$ cat src/sci_pkg.sv
// Constants shared by the serial controller one interrupt register block
package sci_pkg;

	// ----------------------------------------
	// Register map and widths
	// ----------------------------------------
	localparam int unsigned ADDR_W = 16; // Byte address width
	localparam int unsigned DATA_W = 32; // Bus data width
	localparam int unsigned SRC_N = 15; // Interrupt sources, bits 14..0
	localparam logic [15:0] PEND_ADDR = 16'h460C; // Pending register
	localparam logic [15:0] ENAB_ADDR = 16'h4624; // Enable register
	localparam logic [14:0] ENAB_RST = 15'h0000; // Enable reset value
	localparam logic [14:0] PEND_RST = 15'h0000; // Pending reset value
	localparam logic [14:0] NO_BITS = 15'h0000; // Nothing cleared
	localparam logic [31:0] RD_ZERO = 32'h00000000; // Idle read data

	// ----------------------------------------
	// Source bit positions, same in both registers
	// ----------------------------------------
	localparam int unsigned RX_HAS_DATA_IRQ = 0;
	localparam int unsigned TX_SPACE_IRQ = 1;
	localparam int unsigned TX_IDLE_IRQ = 2;
	localparam int unsigned RX_OVERRUN_IRQ = 3;
	localparam int unsigned TX_UNDERRUN_IRQ = 4;
	localparam int unsigned RECEIVE_DONE_IRQ = 5;
	localparam int unsigned TRANSMIT_DONE_IRQ = 6;
	localparam int unsigned COMMAND_DONE_IRQ = 7;
	localparam int unsigned NACK_RECEIVED_IRQ = 8;
	localparam int unsigned RX_BUF_A_UNLOADED_IRQ = 9;
	localparam int unsigned RX_BUF_B_UNLOADED_IRQ = 10;
	localparam int unsigned TX_BUF_A_UNLOADED_IRQ = 11;
	localparam int unsigned TX_BUF_B_UNLOADED_IRQ = 12;
	localparam int unsigned FRAMING_ERROR_IRQ = 13;
	localparam int unsigned PARITY_ERROR_IRQ = 14;

endpackage

$ cat src/sci_flag_if.sv
// Interface carrying events, clears and pending flags between modules
`timescale 1ns/1ps
interface sci_flag_if;
	logic [sci_pkg::SRC_N-1:0] evt; // Source event pulses
	logic [sci_pkg::SRC_N-1:0] clr; // Write-one-to-clear mask
	logic [sci_pkg::SRC_N-1:0] pend; // Sticky pending flags

	modport regs (output evt, output clr, input pend);
	modport bank (input evt, input clr, output pend);
endinterface

$ cat src/sci_irq_regs.sv
// APB register block for serial controller one interrupt enable/pending
`timescale 1ns/1ps
module sci_irq_regs
(
	input wire logic pclk,
	input wire logic presetn,
	input wire logic psel,
	input wire logic penable,
	input wire logic pwrite,
	input wire logic [sci_pkg::ADDR_W-1:0] paddr,
	input wire logic [sci_pkg::DATA_W-1:0] pwdata,
	output logic [sci_pkg::DATA_W-1:0] prdata,
	output logic pready,
	output logic pslverr,
	input wire logic [sci_pkg::SRC_N-1:0] src_evt,
	output logic irq_out
);

	// ----------------------------------------
	// Storage and bus phase decode
	// ----------------------------------------
	logic [sci_pkg::SRC_N-1:0] en_ff; // Enable register
	logic [sci_pkg::SRC_N-1:0] nxt_en; // Next enable value
	logic [sci_pkg::DATA_W-1:0] prdata_ff; // Registered read data
	logic [sci_pkg::DATA_W-1:0] nxt_prdata; // Read data mux
	logic pready_ff; // Access phase ready
	logic pslverr_ff; // Unmapped address error
	logic irq_ff; // Interrupt request
	logic nxt_irq; // Next interrupt request

	sci_flag_if flg (); // Link to flag bank

	wire setup_ph = psel & ~penable; // Setup cycle
	wire done_ph = psel & penable & pready_ff; // Completing access
	wire hit_pend = (paddr == sci_pkg::PEND_ADDR); // Pending selected
	wire hit_enab = (paddr == sci_pkg::ENAB_ADDR); // Enable selected
	wire hit_any = hit_pend | hit_enab; // Mapped address
	wire wr_enab = done_ph & pwrite & hit_enab; // Enable write
	wire wr_pend = done_ph & pwrite & hit_pend; // Pending clear write

	// Enable write; each bit gates only its own source
	// Tx idle and FIFO enables share the same write
	assign nxt_en = wr_enab ? pwdata[sci_pkg::SRC_N-1:0] : en_ff;

	// Read mux, bit 15 and above read zero
	assign nxt_prdata = (setup_ph & ~pwrite & hit_pend) ?
		{{(sci_pkg::DATA_W-sci_pkg::SRC_N){1'b0}}, flg.pend} :
		(setup_ph & ~pwrite & hit_enab) ?
		{{(sci_pkg::DATA_W-sci_pkg::SRC_N){1'b0}}, en_ff} :
		sci_pkg::RD_ZERO;

	// Request while any enabled flag is pending
	assign nxt_irq = |(flg.pend & en_ff);

	// Events map one to one onto pending bits
	// Tx idle lands at its enable position
	assign flg.evt = src_evt;
	assign flg.clr = wr_pend ? pwdata[sci_pkg::SRC_N-1:0] :
		sci_pkg::NO_BITS;

	// ----------------------------------------
	// Pending flags
	// ----------------------------------------
	sci_flag_bank u_bank
	(
		.pclk(pclk),
		.presetn(presetn),
		.flg(flg)
	);

	// ----------------------------------------
	// Registers
	// ----------------------------------------
	// Enable and interrupt request
	always_ff @(posedge pclk or negedge presetn)
	begin
		if (!presetn)
		begin
			en_ff <= sci_pkg::ENAB_RST;
			irq_ff <= 1'b0;
		end
		else
		begin
			en_ff <= nxt_en;
			irq_ff <= nxt_irq;
		end
	end

	// Bus answer, one cycle after setup
	always_ff @(posedge pclk or negedge presetn)
	begin
		if (!presetn)
		begin
			pready_ff <= 1'b0;
			pslverr_ff <= 1'b0;
			prdata_ff <= sci_pkg::RD_ZERO;
		end
		else
		begin
			pready_ff <= setup_ph;
			pslverr_ff <= setup_ph & ~hit_any;
			prdata_ff <= nxt_prdata;
		end
	end

	assign prdata = prdata_ff;
	assign pready = pready_ff;
	assign pslverr = pslverr_ff;
	assign irq_out = irq_ff;

	// ----------------------------------------
	// Checks
	// ----------------------------------------
	a_irq_follows: assert property (
		@(posedge pclk) disable iff (!presetn)
		##1 (irq_out == |($past(flg.pend) & $past(en_ff))))
		else $error("Interrupt does not follow pending and enable");

	a_top_bit_zero: assert property (
		@(posedge pclk) disable iff (!presetn)
		(prdata[sci_pkg::DATA_W-1:sci_pkg::SRC_N] == '0))
		else $error("Reserved read bits not zero");

	a_enable_write: assert property (
		@(posedge pclk) disable iff (!presetn)
		wr_enab |=> (en_ff == $past(pwdata[sci_pkg::SRC_N-1:0])))
		else $error("Enable register did not take write");

	a_parity_pos: assert property (
		@(posedge pclk) disable iff (!presetn)
		src_evt[sci_pkg::PARITY_ERROR_IRQ] |=>
			flg.pend[sci_pkg::PARITY_ERROR_IRQ]
			##1 irq_out == en_ff[sci_pkg::PARITY_ERROR_IRQ] ||
			irq_out)
		else $error("Parity error not pending at bit 14");

	a_framing_pos: assert property (
		@(posedge pclk) disable iff (!presetn)
		src_evt[sci_pkg::FRAMING_ERROR_IRQ] |=>
			flg.pend[sci_pkg::FRAMING_ERROR_IRQ])
		else $error("Framing error not pending at bit 13");

	// Each rx buffer is checked on its own event
	a_rx_buf_pos: assert property (
		@(posedge pclk) disable iff (!presetn)
		src_evt[sci_pkg::RX_BUF_A_UNLOADED_IRQ] |=>
			flg.pend[sci_pkg::RX_BUF_A_UNLOADED_IRQ])
		else $error("Rx buffer A unload not pending");

	a_rx_buf_b: assert property (
		@(posedge pclk) disable iff (!presetn)
		src_evt[sci_pkg::RX_BUF_B_UNLOADED_IRQ] |=>
			flg.pend[sci_pkg::RX_BUF_B_UNLOADED_IRQ])
		else $error("Rx buffer B unload not pending");

	a_tx_buf_a: assert property (
		@(posedge pclk) disable iff (!presetn)
		src_evt[sci_pkg::TX_BUF_A_UNLOADED_IRQ] |=>
			flg.pend[sci_pkg::TX_BUF_A_UNLOADED_IRQ])
		else $error("Tx buffer A unload not pending");

	// Enable bits change only through a bus write
	a_enable_hold: assert property (
		@(posedge pclk) disable iff (!presetn)
		!wr_enab |=> $stable(en_ff))
		else $error("Enable register changed without a write");

	// Pending read returns the flags seen at setup
	a_pend_read: assert property (
		@(posedge pclk) disable iff (!presetn)
		(setup_ph & ~pwrite & hit_pend) |=>
			(prdata[sci_pkg::SRC_N-1:0] == $past(flg.pend)))
		else $error("Pending read data wrong");

	// Answer always follows a setup cycle by one edge
	a_ready_setup: assert property (
		@(posedge pclk) disable iff (!presetn)
		setup_ph |=> pready)
		else $error("No ready after setup");

	// Unmapped addresses are refused with an error
	a_err_unmapped: assert property (
		@(posedge pclk) disable iff (!presetn)
		(setup_ph & ~hit_any) |=> pslverr)
		else $error("Unmapped access gave no error");

	// Read data is zero outside the answer cycle
	a_rdata_idle: assert property (
		@(posedge pclk) disable iff (!presetn)
		!pready |-> (prdata == sci_pkg::RD_ZERO))
		else $error("Read data not zero while idle");

	a_tx_buf_pos: assert property (
		@(posedge pclk) disable iff (!presetn)
		src_evt[sci_pkg::TX_BUF_B_UNLOADED_IRQ] |=>
			flg.pend[sci_pkg::TX_BUF_B_UNLOADED_IRQ])
		else $error("Tx buffer B unload not pending");

	a_tx_idle_pos: assert property (
		@(posedge pclk) disable iff (!presetn)
		(src_evt[sci_pkg::TX_IDLE_IRQ] & en_ff[sci_pkg::TX_IDLE_IRQ])
			|=> ##1 irq_out)
		else $error("Enabled tx idle raised no interrupt");

	a_ready_once: assert property (
		@(posedge pclk) disable iff (!presetn)
		pready |=> !pready)
		else $error("Ready held for two cycles");

endmodule // sci_irq_regs

$ cat src/sci_flag_bank.sv
// Sticky pending flag bank, one flop per interrupt source
`timescale 1ns/1ps
module sci_flag_bank
(
	input wire logic pclk,
	input wire logic presetn,
	sci_flag_if.bank flg
);

	// ----------------------------------------
	// Per-source sticky flags
	// ----------------------------------------
	logic [sci_pkg::SRC_N-1:0] pend_ff; // Pending state
	logic [sci_pkg::SRC_N-1:0] nxt_pend; // Next pending state

	genvar gi;
	generate
		for (gi = 0; gi < sci_pkg::SRC_N; gi++)
		begin : g_flag
			// Event sets regardless of enable; set beats clear
			assign nxt_pend[gi] = flg.evt[gi] |
				(pend_ff[gi] & ~flg.clr[gi]);
		end
	endgenerate

	// Flag register
	always_ff @(posedge pclk or negedge presetn)
	begin
		if (!presetn)
			pend_ff <= sci_pkg::PEND_RST;
		else
			pend_ff <= nxt_pend;
	end

	assign flg.pend = pend_ff;

	// ----------------------------------------
	// Checks
	// ----------------------------------------
	a_set_beats_clr: assert property (
		@(posedge pclk) disable iff (!presetn)
		(flg.evt != sci_pkg::NO_BITS) |=>
			((flg.pend & $past(flg.evt)) == $past(flg.evt)))
		else $error("Event lost while its flag was cleared");

	a_flag_sticky: assert property (
		@(posedge pclk) disable iff (!presetn)
		##1 (($past(flg.pend) & ~$past(flg.clr) & ~flg.pend)
			== sci_pkg::NO_BITS))
		else $error("Pending flag dropped without a clear");

	a_clear_works: assert property (
		@(posedge pclk) disable iff (!presetn)
		(flg.clr != sci_pkg::NO_BITS && flg.evt == sci_pkg::NO_BITS)
			|=> ((flg.pend & $past(flg.clr)) == sci_pkg::NO_BITS))
		else $error("Cleared flag stayed set");

endmodule // sci_flag_bank

$ cat config.mk
export PLATFORM = sky130hd
export DESIGN_NAME = sci_irq_regs
export DESIGN_NICKNAME = d
export VERILOG_FILES = /design/src/sci_pkg.sv /design/src/sci_flag_if.sv /design/src/sci_irq_regs.sv /design/src/sci_flag_bank.sv
export SDC_FILE = /design/constraint.sdc
export NUM_CORES = 1
export LEC_CHECK = 0
export ABC_AREA = 1
export BUFFER_PORTS_ARGS = -buffer_cell sky130_fd_sc_hd__buf_2
export CAP_MARGIN = 15
export CORE_ASPECT_RATIO = 0.8
export CORE_UTILIZATION = 45
export DETAILED_ROUTE_END_ITERATION = 8
export PLACE_DENSITY_LB_ADDON = 0.08
export SETUP_SLACK_MARGIN = 0.1
export SLEW_MARGIN = 20
export SYNTH_ARGS = -nofsm -noshare
export SYNTH_HDL_FRONTEND = slang
export SYNTH_SLANG_ARGS = --single-unit
$ cat constraint.sdc
create_clock -name pclk -period 2.26 [get_ports pclk]
set_input_delay 0.339 -clock pclk [delete_from_list [all_inputs] [get_ports pclk]]
set_output_delay 0.339 -clock pclk [all_outputs]
set_load 0.02 [all_outputs]
==> reports/results.ini <==
[sta]
setup_viol = 0
fin_crit_ns = 1.52
hold_viol = 0
max_freq_mhz = 658
rsz0062_at_grt = false
setup_tns_ns = 0
skew_ns = 0.00598
drv_slew = 0
fin_crit_sh_pct = 67.2

[synthesis]
synth-edff-count = 0
syn_avg_cell_area_sq_um = 8.92
synthAdderAreaFrac_pct = 0
netlist_area_sq_mm = 0.00252
synth_area_leaders = dfrtp_1 48%, nand2_1 11%, o21ai_2 8.7%
synthCells = 283
synthSimpleGateAreaFrac_pct = 27.6
synthTopCellsByCount = 77 x nand2_1, 48 x dfrtp_1, 35 x inv_1, 31 x nand4_1, 25 x o21ai_2
synth_warnings = 0
synthFlopType = dfrtp_1
synth_top_family_by_area = simple AND/OR/NAND/NOR gates
synthXorXnorAreaFrac_pct = 0
synth.ff_latch_count = 48
yosysTopAreaCell = dfrtp_1
yosys.area.top_type_share_pct = 47.6
synth-compound-area-share_pct = 10.4
async_flop_share_pct = 100
ys_types = 22
synth.most_common_cell = nand2_1
ys_seq_area_share_pct = 47.6
synthMuxAreaShare_pct = 0

[worst_hold_path]
holdPathStages = 3
holdCritPathClass = input port to flip-flop

[global_route]
gr-total-overflow = 0
grt_pass1_vias = 1660
grt_max_degree = 31
grt_usage_pct = 18.0
antenna_found_initial = 0
grt_pass1_wl_um = 8050

[status]
outcome = finished clean

[route]
met2RoutedLength_um = 2230
remaining_drc_errors = 0
wl_met3_um = 253
vias_per_cell = 4.61
vias = 1965
drt-total-wl_um = 5010
wl_met1_um = 2490
drt_iter0_drc = 111
drt_pass1_iterations = 4
drt-wirelength-per-cell_um = 11.8
highest_layer = met4
ant_nets = 0

[cts]
cts-buffers-inserted = 5
numClockSinks = 48
post_cts_buffers = 0
htreeDepth = 2
clk_root_buffer_cell = clkbuf_8
clk_pin_slew_worst_paths_ns = 0.08
clock_latency_ns = 0.29
clock_path_buffers = 2
cts_tree = built

[layout]
syn2layout_area_growth_pct = 16.7
seq_area_sq_mm = 0.00120
fillers = 496
final_nets = 419
drive_above_1_share_pct = 35.3
diodes = 0
multi_input_area_sq_mm = 0.00102

[die]
die_area_sq_mm = 0.00591
die_width_um = 85.7
design.core.area_sq_mm = 0.00521
pin_count = 103
die_h_um = 69.0
rows = 23
initial_core_util_pct = 48.5

[power_and_ir_drop]
total_power_mw = 1.53
power.leakage_nw = 1.58
p_per_area_mw_per_mm2 = 521
ir_drop_v = 0.000218

[setup_path]
timing.rr.start = pready$_DFF_PN0_
critPathKind = input port to flip-flop
setup.worst_path.end_class = flip-flop
arrival_ns = 1.69
startpoint_type = input port
ff2ff_path_depth = 5
worstPathRequired_ns = 2.44
worstSetupStartpoint = paddr[8]
ff2ff_setup_slack_ns = 0.90
crit_path_max_fanout = 30
worstReg2RegEnd = en_ff[11]$_DFFE_PN0P_
cp-endpoint = en_ff[11]$_DFFE_PN0P_

[flow_run]
cap_violations = 0

[placement]
dp_hpwl_um = 3510
gp_congestion = 0.742
port_buffers = 68

[flip-flops by register name, summed over array words and instances (netlist names)]
signal	cells
pready	1
pslverr	1
en_ff	15
u_bank.flg.pend	15
prdata	15
irq_out	1
[cell families (layout without fill, tap and decap cells)]
group	count (synthesis)	after routing
AOI/OAI and AO/OA	33	33
other	1	17
buffers and inverters	66	118
DFF	48	48
and+or+nand+nor	135	135
[routing by layer]
layer  up-vias  global-route usage (%)
met1       878                    25.5
met5         -                       0
met3         5                    3.57
li1       1012                       -
met4         0                    4.38
met2        70                    28.5
[critical path, stage by stage]
cell and delay, ns:
buf_2 0.09, nor2_1 0.11, nand3_2 0.12, nor2_8 0.29, nand3_4 0.43, nand2_1 0.23
o21ai_2 0.07
[power by group]
part           internal [mW]  switching (mW)  total [mW]
logic                 0.0462          0.0894       0.136
clock network          0.273           0.265       0.538
registers              0.860         0.00104       0.861
total                   1.18           0.356        1.53
[worst min-delay path by stage]
stage           startpoint                             to
3_3_place_gp       presetn   u_bank.flg.pend[3]$_DFF_PN0_
2_1_floorplan      presetn           en_ff[0]$_DFFE_PN0P_
5_1_grt         src_evt[1]   u_bank.flg.pend[1]$_DFF_PN0_
3_5_place_dp       presetn   u_bank.flg.pend[3]$_DFF_PN0_
6_report       src_evt[13]  u_bank.flg.pend[13]$_DFF_PN0_
4_1_cts        src_evt[13]  u_bank.flg.pend[13]$_DFF_PN0_
[through the flow]
stage               area, sq um  setup WS [ns]  cells  hold WS (ns)  util, %
finish                     2950          0.741    426         0.221     56.5
global route               2950          0.605    426         0.229     56.5
CTS                        2950          0.721    426         0.216     56.5
detailed placement         2840          0.432    418         0.310     54.5
global placement           2840          0.439    418         0.307     54.5
floorplan                  2580           1.03    299        0.0434        -
[what timing repair did]
| item | 4_1_cts | 5_1_grt |
|---|---|---|
| gates resized for setup | 0 | 0 |
| hold buffers | 1 | 0 |
| endpoints found under the hold margin | 16 | 0 |
[area by class of cell]
class	count	share of cell area, %
timing repair buffer	75	13.4
clock buffer	7	3.27
sequential	48	40.8
multi-input combinational	185	34.7
inverter	36	4.59
tap	75	3.19
[cells in the final DEF (no fill, tap or decap)]
| master | instances |
|---|---|
| buf_4 | 6 |
| conb_1 | 17 |
| dlygate4sd3_1 | 1 |
| o21ai_2 | 25 |
| clkbuf_8 | 7 |
| nand2_2 | 8 |
| dfrtp_1 | 48 |
| nand3_2 | 1 |
| nor2_4 | 2 |
| a221oi_1 | 1 |
| nor2_2 | 1 |
| or2_4 | 1 |
| nand2_1 | 77 |
| o21ai_1 | 5 |
| inv_2 | 1 |
| buf_2 | 68 |
| nand3_4 | 2 |
| nor2_1 | 7 |
| nand3_1 | 3 |
| a21oi_1 | 2 |
| inv_1 | 35 |
| nor2_8 | 2 |
| nand4_1 | 31 |
No activity file was read; power rests on OpenSTA's default activity.
